===== src/rtl/ienf_pkg.sv =====
// register map, bit positions and reset values of the interrupt block
package ienf_pkg;
   // printed offsets are not all multiples of four: kept as indices
   localparam logic [8:0] ICTL_IDX0 = 9'h00B;
   localparam logic [8:0] ICTL_IDX1 = 9'h08B;
   localparam logic [8:0] ICTL_IDX2 = 9'h10B;
   localparam logic [8:0] ICTL_IDX3 = 9'h18B;
   localparam logic [8:0] PFLG_IDX = 9'h00C;
   localparam logic [8:0] PENA_IDX = 9'h08C;
   // block's own status/config register, index
   localparam logic [8:0] CFG_IDX = 9'h0F0;
   localparam int ADDR_W = 12;

   // core control bits
   localparam int B_GIE = 7;
   localparam int B_PERIPHERAL_GROUP_ENABLE = 6;
   localparam int B_T0IE = 5;
   localparam int B_EDGE_IE = 4;
   localparam int B_PCH_IE = 3;
   localparam int B_T0IF = 2;
   localparam int B_EDGE_IF = 1;
   localparam int B_PCH_IF = 0;

   // peripheral bits
   localparam int B_PAR = 7;
   localparam int B_ADC = 6;
   localparam int B_RX = 5;
   localparam int B_TX = 4;
   localparam int B_SSP = 3;
   localparam int B_CAPTURE_COMPARE_UNIT_1 = 2;
   localparam int B_TM2 = 1;
   localparam int B_TM1 = 0;

   localparam logic [7:0] ICTL_RST = 8'h00;
   localparam logic [7:0] PENA_RST = 8'h00;
   localparam logic [7:0] PFLG_RST = 8'h00;
   localparam logic [7:0] PFLG_RO_MASK = 8'h30;

   typedef enum logic [1:0] {ienf_ccp_capture, ienf_ccp_compare,
      ienf_ccp_pwm, ienf_ccp_off} ienf_ccp_mode_e;
endpackage : ienf_pkg


===== src/rtl/ienf_sync.sv =====
// two-flop synchroniser for one level
`timescale 1ns/1ps
module ienf_sync
   import ienf_pkg::*;
(
   input wire logic clock,
   input wire logic resetn,
   input wire logic d,
   output logic q
);
   logic meta_r;
   always_ff @(posedge clock or negedge resetn) begin
      if (!resetn) begin
         meta_r <= 1'b0;
         q <= 1'b0;
      end else begin
         meta_r <= d;
         q <= meta_r;
      end
   end
endmodule : ienf_sync


===== src/rtl/ienf_flag.sv =====
// sticky flag: hardware set wins over software clear
`timescale 1ns/1ps
module ienf_flag
   import ienf_pkg::*;
(
   input wire logic clock,
   input wire logic rst_n,
   input wire logic set,
   input wire logic wr,
   input wire logic wdata,
   output logic q
);
   always_ff @(posedge clock or negedge rst_n) begin
      if (!rst_n) begin
         q <= 1'b0;
      end else if (set) begin
         q <= 1'b1;
      end else if (wr) begin
         q <= wdata;
      end
   end
endmodule : ienf_flag


===== src/rtl/ienf_top.sv =====
// interrupt enable and flag logic with an AXI4-Lite register slave
//
// Decided for this implementation: the AXI4-Lite interface to the registers.
`timescale 1ns/1ps
// How it works
// global enable bit 7 clear blocks every interrupt request.
// peripheral group enable bit 6 gates all peripheral sources.
// flags set on their event whatever any enable holds.
// software clears a flag before enabling its source.
// core control register answers at all four bank offsets.
// port-change flag sets on pins 7..4 change, software clears.
// peripheral enable bits 7..0 per source, all reset to zero.
// small package: software keeps parallel-port enable at zero.
// small package: software keeps parallel-port flag at zero.
// parallel-port access sets peripheral flag bit 7.
// conversion done sets peripheral flag bit 6.
// bit 5 is read-only, follows receive buffer full.
// bit 4 is read-only, follows transmit buffer empty.
// serial port transfer done sets its flag until cleared.
// capture mode: capture event sets capture/compare flag bit 2.
// compare mode: match sets capture/compare flag.
// pwm mode never sets the capture/compare flag.
// timer2 period match sets bit 1.
// timer1 overflow sets bit 0.
// request is global AND (core pairs OR group AND peripheral pairs).
// bits 5..3 core enables, bits 2..1 timer0 and edge flags.
module ienf_top
   import ienf_pkg::*;
(
   input wire logic clock,
   input wire logic resetn,
   // AXI4-Lite slave
   input wire logic [ADDR_W-1:0] s_axi_awaddr,
   input wire logic s_axi_awvalid,
   output logic s_axi_awready,
   input wire logic [31:0] s_axi_wdata,
   input wire logic [3:0] s_axi_wstrb,
   input wire logic s_axi_wvalid,
   output logic s_axi_wready,
   output logic [1:0] s_axi_bresp,
   output logic s_axi_bvalid,
   input wire logic s_axi_bready,
   input wire logic [ADDR_W-1:0] s_axi_araddr,
   input wire logic s_axi_arvalid,
   output logic s_axi_arready,
   output logic [31:0] s_axi_rdata,
   output logic [1:0] s_axi_rresp,
   output logic s_axi_rvalid,
   input wire logic s_axi_rready,
   // event sources, one-cycle pulses from on-chip logic, plus the capture/compare mode level
   input wire logic timer0_overflow,
   input wire logic parallel_port_access,
   input wire logic conversion_done,
   input wire logic sync_serial_done,
   input wire logic capcomp1_capture,
   input wire logic capcomp1_match,
   input wire logic [1:0] capcomp1_mode,
   input wire logic timer2_match,
   input wire logic timer1_overflow,
   // buffer levels from the serial unit
   input wire logic serial_rx_full,
   input wire logic serial_tx_empty,
   // pins
   input wire logic external_edge_pin,
   input wire logic edge_rising,
   input wire logic [3:0] port_change_pins,
   output logic cpu_irq
);
   logic rst_meta_r, rst_n_r;
   always_ff @(posedge clock or negedge resetn) begin
      if (!resetn) begin
         rst_meta_r <= 1'b0;
         rst_n_r <= 1'b0;
      end else begin
         rst_meta_r <= 1'b1;
         rst_n_r <= rst_meta_r;
      end
   end

   // pin synchronisers
   logic edge_s;
   logic [3:0] pins_s;
   ienf_sync u_sync_edge (
      .clock(clock),
      .resetn(rst_n_r),
      .d(external_edge_pin),
      .q(edge_s)
   );
   for (genvar i = 0; i < 4; i++) begin : g_psync
      ienf_sync u_sync (
         .clock(clock),
         .resetn(rst_n_r),
         .d(port_change_pins[i]),
         .q(pins_s[i])
      );
   end

   // history trusted only once the synchronisers hold pin values,
   // so a pin idling high gives no false event after reset
   logic edge_d_r;
   logic [3:0] pins_d_r;
   logic [2:0] pins_valid_r;
   logic hist_ok;
   always_ff @(posedge clock or negedge rst_n_r) begin
      if (!rst_n_r) begin
         edge_d_r <= 1'b0;
         pins_d_r <= 4'h0;
         pins_valid_r <= 3'h0;
      end else begin
         edge_d_r <= edge_s;
         pins_d_r <= pins_s;
         pins_valid_r <= {pins_valid_r[1:0], 1'b1};
      end
   end
   assign hist_ok = pins_valid_r[2];
   logic edge_evt, pch_evt;
   assign edge_evt = hist_ok & (edge_rising ? (edge_s & ~edge_d_r)
                                            : (~edge_s & edge_d_r));
   assign pch_evt = hist_ok & (pins_s != pins_d_r);

   // AXI write channel: address and data accepted in either order
   logic aw_held_r, w_held_r;
   logic [ADDR_W-1:0] awaddr_r;
   logic [31:0] wdata_r;
   logic [3:0] wstrb_r;
   assign s_axi_awready = ~aw_held_r & ~s_axi_bvalid;
   assign s_axi_wready = ~w_held_r & ~s_axi_bvalid;
   always_ff @(posedge clock or negedge rst_n_r) begin
      if (!rst_n_r) begin
         aw_held_r <= 1'b0;
         awaddr_r <= '0;
      end else if (s_axi_awvalid && s_axi_awready) begin
         aw_held_r <= 1'b1;
         awaddr_r <= s_axi_awaddr;
      end else if (aw_held_r && w_held_r) begin
         aw_held_r <= 1'b0;
      end
   end
   always_ff @(posedge clock or negedge rst_n_r) begin
      if (!rst_n_r) begin
         w_held_r <= 1'b0;
         wdata_r <= 32'h0000_0000;
         wstrb_r <= 4'h0;
      end else if (s_axi_wvalid && s_axi_wready) begin
         w_held_r <= 1'b1;
         wdata_r <= s_axi_wdata;
         wstrb_r <= s_axi_wstrb;
      end else if (aw_held_r && w_held_r) begin
         w_held_r <= 1'b0;
      end
   end
   logic wr_go;
   assign wr_go = aw_held_r & w_held_r;

   function automatic logic [8:0] idx_of(input logic [ADDR_W-1:0] a);
      return a[10:2];
   endfunction : idx_of

   logic wr_lane0;
   logic [7:0] wd;
   logic [8:0] widx;
   assign wr_lane0 = wr_go & wstrb_r[0];
   assign wd = wdata_r[7:0];
   assign widx = idx_of(awaddr_r);
   logic wmapped, wr_ictl, wr_pflg, wr_pena;
   always_comb begin
      wr_ictl = 1'b0;
      wr_pflg = 1'b0;
      wr_pena = 1'b0;
      wmapped = 1'b1;
      if (awaddr_r[ADDR_W-1] || awaddr_r[1:0] != 2'b00) begin
         wmapped = 1'b0;
      end else if (widx == ICTL_IDX0 || widx == ICTL_IDX1 ||
                   widx == ICTL_IDX2 || widx == ICTL_IDX3) begin
         wr_ictl = wr_lane0;
      end else if (widx == PFLG_IDX) begin
         wr_pflg = wr_lane0;
      end else if (widx == PENA_IDX) begin
         wr_pena = wr_lane0;
      end else if (widx == CFG_IDX) begin
         wmapped = 1'b1; // mode readback is read-only
      end else begin
         wmapped = 1'b0;
      end
   end

   // response one cycle after both halves are held
   always_ff @(posedge clock or negedge rst_n_r) begin
      if (!rst_n_r) begin
         s_axi_bvalid <= 1'b0;
         s_axi_bresp <= 2'b00;
      end else if (wr_go) begin
         s_axi_bvalid <= 1'b1;
         s_axi_bresp <= wmapped ? 2'b00 : 2'b10;
      end else if (s_axi_bready) begin
         s_axi_bvalid <= 1'b0;
      end
   end

   // core control enables
   logic [7:3] ictl_en_r;
   always_ff @(posedge clock or negedge rst_n_r) begin
      if (!rst_n_r) begin
         ictl_en_r <= ICTL_RST[7:3];
      end else if (wr_ictl) begin
         ictl_en_r <= wd[7:3];
      end
   end

   logic [7:0] pena_r;
   always_ff @(posedge clock or negedge rst_n_r) begin
      if (!rst_n_r) begin
         pena_r <= PENA_RST;
      end else if (wr_pena) begin
         pena_r <= wd;
      end
   end

   // decode reads address bits 11..2: a narrower bus misses the banks
   if (ADDR_W < 12) begin : g_addr_chk
      $error("ienf_top needs ADDR_W of at least 12");
   end

   // core flags: timer0, edge pin, port change
   logic t0_f, edge_f, pch_f;
   ienf_flag u_f_t0 (
      .clock(clock),
      .rst_n(rst_n_r),
      .set(timer0_overflow),
      .wr(wr_ictl),
      .wdata(wd[B_T0IF]),
      .q(t0_f)
   );
   ienf_flag u_f_edge (
      .clock(clock),
      .rst_n(rst_n_r),
      .set(edge_evt),
      .wr(wr_ictl),
      .wdata(wd[B_EDGE_IF]),
      .q(edge_f)
   );
   ienf_flag u_f_pch (
      .clock(clock),
      .rst_n(rst_n_r),
      .set(pch_evt),
      .wr(wr_ictl),
      .wdata(wd[B_PCH_IF]),
      .q(pch_f)
   );

   // peripheral flag set events
   logic ccp_evt;
   always_comb begin
      case (ienf_ccp_mode_e'(capcomp1_mode))
         ienf_ccp_capture: ccp_evt = capcomp1_capture;
         ienf_ccp_compare: ccp_evt = capcomp1_match;
         default: ccp_evt = 1'b0;
      endcase
   end
   logic [7:0] pset;
   assign pset = {parallel_port_access, conversion_done, 1'b0, 1'b0,
      sync_serial_done, ccp_evt, timer2_match, timer1_overflow};

   logic [7:0] pflg;
   for (genvar b = 0; b < 8; b++) begin : g_pflg
      if (b == B_RX || b == B_TX) begin : g_ro
         assign pflg[b] = 1'b0;
      end else begin : g_rw
         ienf_flag u_f (
            .clock(clock),
            .rst_n(rst_n_r),
            .set(pset[b]),
            .wr(wr_pflg),
            .wdata(wd[b]),
            .q(pflg[b])
         );
      end
   end
   logic [7:0] pflg_view;
   always_comb begin
      pflg_view = pflg & ~PFLG_RO_MASK;
      pflg_view[B_RX] = serial_rx_full;
      pflg_view[B_TX] = serial_tx_empty;
   end

   logic [7:0] ictl_view;
   assign ictl_view = {ictl_en_r, t0_f, edge_f, pch_f};

   // interrupt request
   logic core_hit, periph_hit;
   assign core_hit = (ictl_en_r[B_T0IE] & t0_f) |
                     (ictl_en_r[B_EDGE_IE] & edge_f) |
                     (ictl_en_r[B_PCH_IE] & pch_f);
   assign periph_hit = |(pflg_view & pena_r);
   // registered: follows a flag or enable change by one cycle
   always_ff @(posedge clock or negedge rst_n_r) begin
      if (!rst_n_r) begin
         cpu_irq <= 1'b0;
      end else begin
         cpu_irq <= ictl_en_r[B_GIE] & (core_hit |
            (ictl_en_r[B_PERIPHERAL_GROUP_ENABLE] & periph_hit));
      end
   end

   // read channel
   logic [8:0] ridx;
   logic [7:0] rbyte;
   logic rmapped;
   assign ridx = idx_of(s_axi_araddr);
   always_comb begin
      rbyte = 8'h00;
      rmapped = 1'b1;
      if (s_axi_araddr[ADDR_W-1] || s_axi_araddr[1:0] != 2'b00) begin
         rmapped = 1'b0;
      end else if (ridx == ICTL_IDX0 || ridx == ICTL_IDX1 ||
                   ridx == ICTL_IDX2 || ridx == ICTL_IDX3) begin
         rbyte = ictl_view;
      end else if (ridx == PFLG_IDX) begin
         rbyte = pflg_view;
      end else if (ridx == PENA_IDX) begin
         rbyte = pena_r;
      end else if (ridx == CFG_IDX) begin
         rbyte = {6'h00, capcomp1_mode};
      end else begin
         rmapped = 1'b0;
      end
   end
   // one read in flight: a pending answer blocks the next address
   assign s_axi_arready = ~s_axi_rvalid;
   always_ff @(posedge clock or negedge rst_n_r) begin
      if (!rst_n_r) begin
         s_axi_rvalid <= 1'b0;
         s_axi_rdata <= 32'h0000_0000;
         s_axi_rresp <= 2'b00;
      end else if (s_axi_arvalid && s_axi_arready) begin
         s_axi_rvalid <= 1'b1;
         s_axi_rdata <= {24'h00_0000, rbyte};
         s_axi_rresp <= rmapped ? 2'b00 : 2'b10;
      end else if (s_axi_rready) begin
         s_axi_rvalid <= 1'b0;
      end
   end
endmodule : ienf_top


===== config.mk =====
export PLATFORM = sky130hd
export DESIGN_NAME = ienf_top
export DESIGN_NICKNAME = d
export VERILOG_FILES = /design/src/rtl/ienf_pkg.sv /design/src/rtl/ienf_sync.sv /design/src/rtl/ienf_flag.sv /design/src/rtl/ienf_top.sv
export SDC_FILE = /design/constraint.sdc
export NUM_CORES = 1
export LEC_CHECK = 0
export BUFFER_PORTS_ARGS = -buffer_cell sky130_fd_sc_hd__clkbuf_2
export CAP_MARGIN = 20
export CELL_PAD_IN_SITES_DETAIL_PLACEMENT = 0
export CELL_PAD_IN_SITES_GLOBAL_PLACEMENT = 1
export CORE_MARGIN = 4
export CORE_UTILIZATION = 38
export DETAILED_ROUTE_END_ITERATION = 10
export PLACE_DENSITY = 0.86
export SLEW_MARGIN = 5
export SYNTH_ARGS = -nofsm -noshare
export SYNTH_HDL_FRONTEND = slang
export SYNTH_SLANG_ARGS = --single-unit

===== constraint.sdc =====
create_clock -name clock -period 2.7 [get_ports clock]
set_input_delay 0.54 -clock clock [delete_from_list [all_inputs] [get_ports clock]]
set_output_delay 0.54 -clock clock [all_outputs]
set_load 0.005 [all_outputs]

== After elaboration in Yosys (flattened, before gate mapping) ==
Cells that the tools add are included.

* Bits in registers: 80

* Reduce and logical (&&, ||, !) cells: 29
* Equal/unequal tests: 16
* Bitwise logic cells: 23
* Muxes and demuxes: 53

{| class="wikitable"
|+ Operator list
! cell !! number
|-
| $eq 9x8->1 const B || 6
|-
| $mux 1 || 45
|-
| $eq 9x4->1 const B || 4
|-
| $eq 9x9->1 const B || 4
|-
| $mux 8 || 4
|-
| $reduce_bool 2->1 || 15
|-
| $and 1x1->1 || 13
|-
| $and 8x8->8 || 1
|-
| $logic_or 1x1->1 || 8
|-
| $reduce_or 8->1 || 1
|-
| $mux 2 || 3
|-
| $not 1->1 || 6
|-
| $logic_and 1x1->1 || 4
|-
| $ne 4x4->1 || 1
|-
| $or 1x1->1 || 3
|-
| $eq 2x1->1 const B || 1
|-
| $logic_not 2->1 || 1
|-
| $pmux 1 s2 || 1
|}

== Depth between registers and ports, before layout ==
Gate-level depths: netlist (run 1).

* Depth in word-level cells: 8
* Mapped depth: 6

== Modules after synthesis ==
Synthesis (run 1) repeated with hierarchy kept, for this count alone.

* Cell total of the unflattened synthesis: 268
* Area total of the unflattened synthesis: 3445.8 um^2

{| class="wikitable"
|+ By module, submodules not included
! module !! cells each !! times used !! sequential area each (um^2) !! area an instance (um^2)
|-
| ienf_top || 231 || 1 || 1476.4 || 2835.2
|-
| ienf_flag || 3 || 9 || 25.0 || 40.0
|-
| ienf_sync || 2 || 5 || 50.0 || 50.0
|}

== Least setup slack after synthesis (run 1) ==
No wires, ideal clock.

* Kind: reg2reg
* Start: register awaddr_r[6]
* End: register g_pflg[2].g_rw.u_f.q
* Setup time: 0.124 ns
* Data required time: 2.576 ns
* Stages on the path, launching flop included: 5
* Path slack: 0.715 ns
* Arrival time: 1.861 ns
* Path through: dfrtp_1 -> or4b_4 -> or3_4 -> or4_1 -> o31a_1

* Longest elaborated chain between the ends: 7
* Elaborated cells between the ends (all ways): 12
* Those cells by class: 5 x eq/ne; 3 x mux; 4 x reduce/logical

{| class="wikitable"
|+ Ends and longest elaborated chain
! what !! line !! text
|-
| start: declaration || ienf_top.sv:123 || <nowiki>logic [ADDR_W-1:0] awaddr_r;</nowiki>
|-
| start signal: assignment || ienf_top.sv:134 || <nowiki>awaddr_r <= s_axi_awaddr;</nowiki>
|-
| $eq 9x4->1 or $eq 9x8->1 (tied branches) || ienf_top.sv:173 || <nowiki>end else if (widx == ICTL_IDX0 || widx == ICTL_IDX1 ||</nowiki>
|-
| $logic_or 1x1->1 (2 in series) || ienf_top.sv:173 ||
|-
| $logic_or 1x1->1 || ienf_top.sv:174 || <nowiki>widx == ICTL_IDX2 || widx == ICTL_IDX3) begin</nowiki>
|-
| $mux 1 * || ienf_top.sv:173 ||
|-
| $mux 1 * || ienf_top.sv:171 || <nowiki>if (awaddr_r[ADDR_W-1] || awaddr_r[1:0] != 2'b00) begin</nowiki>
|-
| $reduce_bool 2->1 (no line) * || n/a ||
|-
| end signal: assignment || ienf_flag.sv:19 || <nowiki>q <= wdata;</nowiki>
|-
| end: declaration || ienf_flag.sv:11 || <nowiki>output logic q</nowiki>
|}

Every way passes the cells marked *; elsewhere a longest branch is shown, timed or not.
A chain may end at the register's enable or synchronous reset.

== Worst setup path in the final report (run 1) ==
* Start: register awaddr_r[6]
* End: register ictl_en_r[5] (netlist bit)

* Longest elaborated chain between the ends: 6
* Elaborated cells between the ends (all ways): 9
* Those cells by class: 4 x eq/ne; 2 x mux; 3 x reduce/logical

{| class="wikitable"
|+ Ends and longest elaborated chain
! what !! line !! text
|-
| $eq 9x4->1 or $eq 9x8->1 (tied branches) || ienf_top.sv:173 ||
|-
| $logic_or 1x1->1 (2 in series) || ienf_top.sv:173 ||
|-
| $logic_or 1x1->1 * || ienf_top.sv:174 ||
|-
| $mux 1 * || ienf_top.sv:173 ||
|-
| $mux 1 * || ienf_top.sv:171 ||
|-
| end signal: assignment || ienf_top.sv:204 || <nowiki>ictl_en_r <= ICTL_RST[7:3];</nowiki>
|-
| end signal: assignment || ienf_top.sv:206 || <nowiki>ictl_en_r <= wd[7:3];</nowiki>
|-
| end: declaration || ienf_top.sv:201 || <nowiki>logic [7:3] ictl_en_r;</nowiki>
|}

Marks and branches as above.

==> flow_summary.ini, run 1 <==
[synth]
async_reset_ff_share_pct = 100.0
synth_edf_count = 0
netlist_area_sq_um = 3411
ys_warn_count = 0
synth-seq-cells = 78
synth.avg_cell_area_sq_um = 12.36
yosysTopAreaCell = dfrtp_1
yosysSeqAreaShare_pct = 57.23
synthTopCellsByArea = dfrtp_1 57%, mux2_2 10%, buf_4 5.7%
netlist_instances = 276
ys.flop_type = dfrtp_1
synth_top_area_share_pct = 57.23
netlist-cell-type-count = 47

[worst_setup_path]
crit_type = flip-flop to flip-flop
crit_path_start_kind = flip-flop
crit_required_ns = 2.94
worstPathMaxFanout = 10
worst_ep_arrival_time_ns = 2.35
crit_path_end = ictl_en_r[5]
worstSetupStartpoint = awaddr_r[6]
reg2reg_slack_ns = 0.59
reg2reg_depth = 3
reg2reg_from = awaddr_r[6]
r2r_end = ictl_en_r[5]
critPathCaptureType = flip-flop

[finish]
synthToLayoutAreaGrowth_pct = 17.53
finish.instance_area_sq_um = 4009
nets = 439
drive_gt1_share_pct = 35.65
fin_util_pct = 45.97
n_fill_cell = 833
antenna_cells = 0

[global_routing]
grt_pass1_vias = 2213
antenna_found_initial = 0
grt_start_max_net_pins = 60
grt_usage_pct = 13.14
overflow = 0
grt_pass1_wl_microns = 10670

[timing]
rsz0062_at_grt = no
finalSetupViolations = 0
fin_setup_tns_ns = 0
hold_ws_ns = 0.2021
tightest_slew_ns = 0.7632
period_needed_ns = 2.109
max_freq_mhz = 474.2
period_share_pct = 78.10
drv_slew = 0
hold_viol = 0
slew_headroom_pct = 48.40
skew_ns = 0.007865

[placement]
routabilityCongestion = 0.7697
place_hpwl_microns = 5169
port_buffers = 73
dpl_cell_area_sq_um = 3805

[die]
start_util_pct = 39.11
rows = 34
design.die.area_sq_um = 10560
die_w_microns = 102.7
fp.dieH_microns = 102.7
core_area_sq_um = 8721
ioPinCount = 127

[worst_hold_path]
hold_path.class = flip-flop to asynchronous set/reset pin

[drt]
antenna_left = 0
drtIter0Drc = 98
viasPerCell = 4.818
drc = 0
drt_pass1_iterations = 4
via_count = 2250
wl_per_cell_microns = 14.05
totalWireLength_microns = 6562

[clocking]
cts_tree = done
clk_pin_slew_ns = 0.09
clock_sinks = 78
cts_buffers = 9
htree_levels = 3
cts_buffer_depth = 2
clockRootBuffer = clkbuf_8
clk_latency_ns = 0.35

[flow_run]
drv_cap = 0

[power]
p_per_area_nw_per_um2 = 727.1
vdd_drop_max_mv = 0.5128
p_total_w = 0.002915
p_leak_nw = 1.880

[run_status]
status = complete, no violations
==> layout make-up <==
| class | count | area [sq um] | share of cell area, % |
|---|---|---|---|
| clock buffers | 9 | 123.9 | 3.090 |
| repair buffers | 75 | 395.4 | 9.863 |
| clock inverters | 7 | 70.07 | 1.748 |
| inverters | 6 | 22.52 | 0.5618 |
| well taps | 108 | 135.1 | 3.371 |
| flip-flops and latches | 78 | 1953 | 48.72 |
| multi-input cells | 184 | 1309 | 32.65 |
==> timing repair <==
item | CTS | global route
resized for setup | 0 | 0
endpoints found under the hold margin | 2 | 0
buffers inserted | 0 | 0
hold buffers | 1 | 0
==> cell usage after synthesis, types with 2 or more instances <==
cell type  instances
nand2_1           16
nor4b_1            2
a22o_1             7
nor3_1             2
inv_1              6
a32oi_1            3
mux2i_1           14
buf_4             26
o21ai_0           17
a21o_1             2
conb_1             2
and2_1             2
clkbuf_1           8
nand4_1            2
xor2_1             4
or4_1              2
a22oi_1            4
dfrtp_1           78
and3b_1            2
nand2b_1           2
mux2_2            31
nor2_1            14
nand3_1            2
nor4_1             2
a21oi_1            4
==> kinds of logic after synthesis <==
family                    synth area share [%]
DFF                                      57.23
xor gates and xnor gates                 1.027
buffers and inverters                    7.263
muxes                                    14.67
and+or+nand+nor                          10.53
other                                   0.2202
AOI/OAI and AO/OA                        9.061
==> report_power, final <==
group          leakage (nW)  internal (W)  switching (W)  total, W
sequential            0.933       0.00137       0.000193   0.00156
combinational         0.850      0.000288       0.000219  0.000507
clock                0.0981      0.000365       0.000477  0.000843
total                  1.88       0.00202       0.000890   0.00292
==> layer usage <==
layer	vias to the layer above	global-route usage [%]	routed length [microns]
met1	1070	17.00	2864
met5	-	0	0
li1	1093	-	-
met4	0	4.582	57
met2	81	20.56	3051
met3	6	4.668	588
==> worst min-delay path by stage <==
| stage | to | from | cells past startpoint | slack (ns) |
|---|---|---|---|---|
| after floorplan | rst_meta_r | resetn | 0 | 0.24 |
| after global placement | awaddr_r[5] | rst_n_r | 0 | 0.21 |
| after detailed placement | awaddr_r[5] | rst_n_r | 0 | 0.21 |
| after CTS | awaddr_r[7] | rst_n_r | 0 | 0.22 |
| after global routing | awaddr_r[9] | rst_n_r | 0 | 0.25 |
| final | awaddr_r[7] | rst_n_r | 0 | 0.20 |
==> registers in the layout, summed over array words and instances, names as in the netlist, 3 cells and up <==
name / count
awaddr_r: 12
g_pflg.g_rw.u_f.q: 6
g_psync.u_sync.meta_r: 4
g_psync.u_sync.q: 4
ictl_en_r: 5
pena_r: 8
pins_d_r: 4
pins_valid_r: 3
s_axi_rdata: 8
wdata_r: 8
==> layout by cell type, fill, tap and decap left out, types with 3 or more instances in the layout <==
| cell | n |
|---|---|
| a22oi_1 | 4 |
| clkbuf_8 | 9 |
| inv_8 | 4 |
| dfrtp_1 | 77 |
| nor2_1 | 14 |
| clkbuf_2 | 73 |
| inv_1 | 6 |
| a32oi_1 | 3 |
| o21ai_0 | 17 |
| a21oi_1 | 4 |
| nand2_1 | 16 |
| mux2_2 | 31 |
| xor2_1 | 4 |
| a22o_1 | 7 |
| mux2i_1 | 14 |
| conb_1 | 28 |
==> through the flow <==
stage          instances  setup WS, ns
3_5_place_dp         450        0.5685
3_3_place_gp         450        0.5951
4_1_cts              467        0.5457
5_1_grt              467        0.4300
2_1_floorplan        302        0.3668
6_report             467        0.5912
==> critical path, cell delays in order (launching register included) <==
cell and delay, ns:
dfrtp_1 0.41, or4b_4 0.58, nor4_4 0.59, mux2_2 0.41
Power figures use the tool's default switching activity.
==> run 2: changes to the inputs <==
Settings changed: ABC_AREA from default to 1, CORE_UTILIZATION 38 to 36, PLACE_DENSITY 0.86 to 0.85.
Clock period 2.7 ns to 2 ns, I/O delays scaled along.
==> run 2 against run 1 <==
  * Utilization decreased by 2.7 points
  * Combinational power increased by 62%
  * Synthesized cell count increased by 39%
  * Critical path type unchanged
  * Fmax increased by 32%
  * Final cell count increased by 30%
  * Register-to-register slack got worse by 0.19 ns
  * Highest routed layer unchanged
  * Final area increased by 5.1%
  * Clock power increased by 41%
  * Critical path depth increased by 2
  * Largest cell class unchanged
  * Flip-flop and latch count unchanged
==> flow_summary.ini, run 2 <==
[placement]
port_buffers = 73
place_hpwl_microns = 5477
dpl_cell_area_sq_um = 4001
dp.cells = 588
routabilityCongestion = 0.8649

[drt]
antenna_left = 0
drt_pass1_iterations = 5
via_count = 2688
totalWireLength_microns = 7127
wl_per_cell_microns = 11.78
drc = 0
drtIter0Drc = 113
viasPerCell = 4.443

[global_routing]
grt_start_max_net_pins = 77
grt_usage_pct = 13.01
overflow = 0
antenna_found_initial = 0
grt_pass1_vias = 2638
grt_pass1_wl_microns = 11970

[finish]
regArea_sq_um = 1953
largest_reg_flops = 12
finalNonFillerCells = 605
layout_common_cells = 77 x dfrtp_1, 73 x nand2_1, 73 x clkbuf_2
synthToLayoutAreaGrowth_pct = 17.97
n_fill_cell = 999
finish.instance_area_sq_um = 4213
nets = 552
mostFrequentLayoutCell = dfrtp_1
drive_gt1_share_pct = 27.12
antenna_cells = 0
regMostFlops = awaddr_r
multiInputGateArea_sq_um = 1316

[power]
intPower_w = 0.002692
p_leak_nw = 2.203
clockPowerShare_pct = 30.0
p_total_w = 0.003964
vdd_drop_max_mv = 0.7192
combPwrFrac_pct = 20.7
sw_frac_of_total_pct = 32.09
p_per_area_nw_per_um2 = 941.0
seqPwrFrac_pct = 49.3
power_switching_w = 0.001272

[worst_setup_path]
critPathCaptureType = flip-flop
worstPathMaxFanout = 12
worst_ep_arrival_time_ns = 1.81
crit_path_start_kind = flip-flop
crit_type = flip-flop to flip-flop
reg2reg_depth = 5
crit_required_ns = 2.22

[timing]
max_freq_mhz = 627.0
finalSetupViolations = 0
hold_ws_ns = 0.1547
fin_setup_tns_ns = 0
period_share_pct = 79.75
tightest_slew_ns = 0.5727
hold_viol = 0
slew_headroom_pct = 61.73
skew_ns = 0.01331
drv_slew = 0
period_needed_ns = 1.595
rsz0062_at_grt = no

[synth]
synth_top_area_share_pct = 54.66
yosysSeqAreaShare_pct = 54.66
ys.flop_type = dfrtp_1
synth_common_cells = 78 x dfrtp_1, 73 x nand2_1, 37 x inv_1
yosysMostFrequentCell = dfrtp_1
netlist-cell-type-count = 34
async_reset_ff_share_pct = 100.0
ys_warn_count = 0
netlist_instances = 384
yosysTopAreaCell = dfrtp_1
synth.avg_cell_area_sq_um = 9.299
netlist_area_sq_um = 3571
synth-seq-cells = 78
synth_edf_count = 0
synthTopCellsByArea = dfrtp_1 55%, nand2_1 7.7%, buf_4 5.5%

[clocking]
clockRootBuffer = clkbuf_8
clock_sinks = 78
clk_pin_slew_ns = 0.09
cts_tree = done
cts_setup_buffers = 0
cts_buffer_depth = 2
cts_buffers = 9
htree_levels = 3
clk_latency_ns = 0.35

[die]
core_area_sq_um = 9729
start_util_pct = 36.70
ioPinCount = 127
fp.dieH_microns = 107.6
design.die.area_sq_um = 11580
die_w_microns = 107.6
rows = 36

[worst_hold_path]
hold_path.class = input port to flip-flop
hold_path_depth = 1

[flow_run]
drv_cap = 0

[run_status]
status = complete, no violations
run 2: cell count changes after synthesis, sizes merged, moves of 22 or more:
cell / delta
a21oi: +22
inv: +32
mux2: -30
nand2: +60
nand3: +24
nor2: +22
run 2: power groups by stage:
stage,sequential [W],combinational [W],clock (W)
4_1_cts,0.00195,0.000833,0.00123
6_report,0.00195,0.000822,0.00119
5_1_grt,0.00199,0.000944,0.00129
2_1_floorplan,0.00198,0.000582,0
3_3_place_gp,0.00197,0.000797,0
3_5_place_dp,0.00199,0.000826,0
run 2: worst paths after layout:
path	startpoint	endpoint	slack, ns
max	aw_held_r	g_pflg[3].g_rw.u_f.q	0.41
min	port_change_pins[2]	g_psync[2].u_sync.meta_r	0.15
max reg2reg	aw_held_r	g_pflg[3].g_rw.u_f.q	0.41
min reg2reg	rst_n_r	s_axi_rdata[4]	0.28
max in group asynchronous	rst_n_r	g_pflg[7].g_rw.u_f.q	1.39
min in group asynchronous	rst_n_r	s_axi_rdata[4]	0.28
run 2: cells by family after synthesis:
family	share of synthesized area, %
buf+inv	11.21
other cells	0.2103
compound gates	10.55
flops	54.66
xor+xnor	0.9813
simple gates	21.76
mux	0.6306
run 2: final cells by class:
| type | count | area share (%) |
|---|---|---|
| flip-flops and latches | 78 | 46.36 |
| multi-input cells | 260 | 31.24 |
| repair buffers | 80 | 10.28 |
| well taps | 133 | 3.950 |
| inverters | 38 | 3.386 |
| clock buffers | 9 | 2.940 |
| clock inverters | 7 | 1.841 |
run 2: what timing repair did:
action | 4_1_cts | 5_1_grt
hold endpoints to repair | 2 | 0
resized for setup | 0 | 0
hold buffers | 1 | 0
run 2: routing by layer:
metal	global-route usage (%)	vias up	wire [microns]
li1	-	1362	-
met1	17.07	1232	3297
met2	20.60	90	3330
met3	4.499	4	491
met4	3.336	0	7
met5	0	-	0
run 2: stage by stage:
step / setup slack, ns / utilization, %
after CTS: 0.3892 / 43.30
after floorplan: 0.6593 / -
after global routing: 0.2224 / 43.30
final: 0.4051 / 43.30
after detailed placement: 0.3791 / 41.13
after global placement: 0.4027 / 41.13
run 2: critical path: stages, from the launching register on:
cell and delay, ns:
dfrtp_1 0.44, nand2_2 0.11, nor3_4 0.24, nand3_1 0.39, nand2_1 0.20, o211ai_2 0.09
==> run 3: changes to the inputs <==
Settings changed: ABC_AREA 1 to 0, CORE_UTILIZATION 36 to 34, PLACE_DENSITY 0.85 to 0.82.
Clock period 2 ns to 1.4 ns, I/O delays scaled along.
==> run 3 against run 2 <==
  * The flow now finishes with violations (negative setup slack)
  * Register-to-register slack got worse by 0.99 ns
  * Setup slack worse by 0.99 ns
  * Via count decreased by 9.7%
  * First-iteration DRC count is 34% lower
  * Non-clock buffer count rose by 37
  * Global-route usage is 0.31 points higher
  * Clock skew is 0.0043 ns lower
  * Count of clock-buffer cells in the layout stayed put
  * Fmax fell by 19%
  * Wire length increased by 6.3%
  * Utilization grew 3.7 points
  * Critical path type unchanged
==> flow_summary.ini, run 3 (synthesis gave the netlist of run 1 again) <==
[run_status]
status = complete, but fails checks
violations = negative setup slack

[clocking]
clk_latency_ns = 0.35
cts_buffer_depth = 2
cts_buffers = 9
clockRootBuffer = clkbuf_8
htree_levels = 3
clock_sinks = 78
clk_pin_slew_ns = 0.09
cts_tree = done

[die]
die_w_microns = 108.2
core_area_sq_um = 9774
start_util_pct = 34.90
rows = 36
fp.dieH_microns = 108.2
design.die.area_sq_um = 11700
ioPinCount = 127

[drt]
wl_per_cell_microns = 14.19
drt_pass1_iterations = 5
antenna_left = 0
drc = 0
via_count = 2426
viasPerCell = 4.543
totalWireLength_microns = 7579
drtIter0Drc = 75

[global_routing]
grt_pass1_wl_microns = 12080
overflow = 0
grt_usage_pct = 13.31
grt_start_max_net_pins = 53
antenna_found_initial = 0
grt_pass1_vias = 2481

[timing]
fin_ws_ns = -0.5812
rsz0062_at_grt = yes
max_freq_mhz = 504.7
finalSetupViolations = 23
period_needed_ns = 1.981
hold_viol = 0
drv_slew = 0
skew_ns = 0.008984
period_share_pct = 141.5

[finish]
synthToLayoutAreaGrowth_pct = 34.74
n_fill_cell = 909
antenna_cells = 0
nets = 481
drive_gt1_share_pct = 45.64
layout_common_cells = 76 x dfrtp_1, 73 x clkbuf_2, 29 x buf_4
mostFrequentLayoutCell = dfrtp_1
regMostFlops = awaddr_r
finish.instance_area_sq_um = 4596
largest_reg_flops = 12

[power]
power_switching_w = 0.002016
p_per_area_nw_per_um2 = 1431
vdd_drop_max_mv = 0.9897
sw_frac_of_total_pct = 30.66
seqPwrFrac_pct = 44.8
clockPowerShare_pct = 24.9
combPwrFrac_pct = 30.2
intPower_w = 0.004560
p_leak_nw = 2.168

[placement]
routabilityCongestion = 0.8253
port_buffers = 73
pre_cts_slack_ns = -0.5875
place_hpwl_microns = 5673
dpl_cell_area_sq_um = 4160

[worst_setup_path]
crit_type = flip-flop to flip-flop
crit_required_ns = 1.65
critPathCaptureType = flip-flop
crit_path_start_kind = flip-flop
worst_ep_arrival_time_ns = 2.23
worstPathMaxFanout = 4

[flow_run]
drv_cap = 0

[worst_hold_path]
hold_path.class = input port to flip-flop
-- run 3: timing repair --
| action | in CTS | in global routing |
|---|---|---|
| setup endpoints to repair | 43 | 44 |
| pin swaps | 2 | 6 |
| buffers inserted | 2 | 4 |
| gates resized for setup | 12 | 19 |
| hold endpoints to repair | 2 | 4 |
| gates cloned | 0 | 1 |
| hold buffers | 1 | 4 |
-- run 3: path summary, 6_finish.rpt --
path	from	endpoint	slack, ns	cells after the start
max in group asynchronous	rst_n_r	s_axi_bvalid	0.85	1
hold / removal	port_change_pins[0]	g_psync[0].u_sync.meta_r	0.02	1
min in group asynchronous	resetn	rst_n_r	0.23	2
setup / recovery	awaddr_r[7]	g_pflg[2].g_rw.u_f.q	-0.58	4
setup reg to reg	awaddr_r[7]	g_pflg[2].g_rw.u_f.q	-0.58	4
hold reg to reg	rst_n_r	u_sync_edge.meta_r	0.27	1
-- run 3: metrics by stage --
| step | std cells | total power, W | hold slack, ns | util (%) | TNS [ns] |
|---|---|---|---|---|---|
| global route | 534 | 0.006963 | 0.0006802 | 47.02 | -11.85 |
| finish | 534 | 0.006576 | 0.02235 | 47.02 | -10.40 |
| global placement | 507 | 0.004536 | 0.06659 | 42.56 | -9.150 |
| CTS | 526 | 0.006362 | 0.005123 | 45.25 | -10.07 |
| floorplan | 302 | 0.003871 | -0.01559 | - | -10.26 |
| detailed placement | 507 | 0.004596 | 0.06817 | 42.56 | -10.27 |
-- run 3: critical path, cell delays in order (launching register included) --
cell     delay, ns
dfrtp_1       0.39
or4b_4        0.58
or3_4         0.37
or4_1         0.41
o31a_1        0.12
-- run 3: power groups by stage --
| stage | Combinational (W) | Sequential (W) | Clock [W] |
|---|---|---|---|
| floorplan | 0.000892 | 0.00298 | 0 |
| global placement | 0.00159 | 0.00294 | 0 |
| detailed placement | 0.00163 | 0.00297 | 0 |
| CTS | 0.00174 | 0.00294 | 0.00169 |
| global route | 0.00216 | 0.00302 | 0.00179 |
| finish | 0.00199 | 0.00295 | 0.00164 |
-- run 3: layout make-up --
type	instances	area, sq um	share of cell area [%]
tap	133	166.4	3.621
multi-input combinational	184	1469	31.96
inverter	6	22.52	0.4901
sequential	78	1954	42.53
timing repair buffer	117	785.8	17.10
clock buffer	9	123.9	2.695
clock inverter	7	73.82	1.606
-- run 3: layer usage --
metal / vias to the layer above / share of wire [%] / GRT usage, %
met5: - / 0 / 0
li1: 1174 / - / -
met1: 1156 / 43 / 17.27
met4: 0 / 0.90 / 3.607
met3: 8 / 8.3 / 4.657
met2: 88 / 48 / 21.27
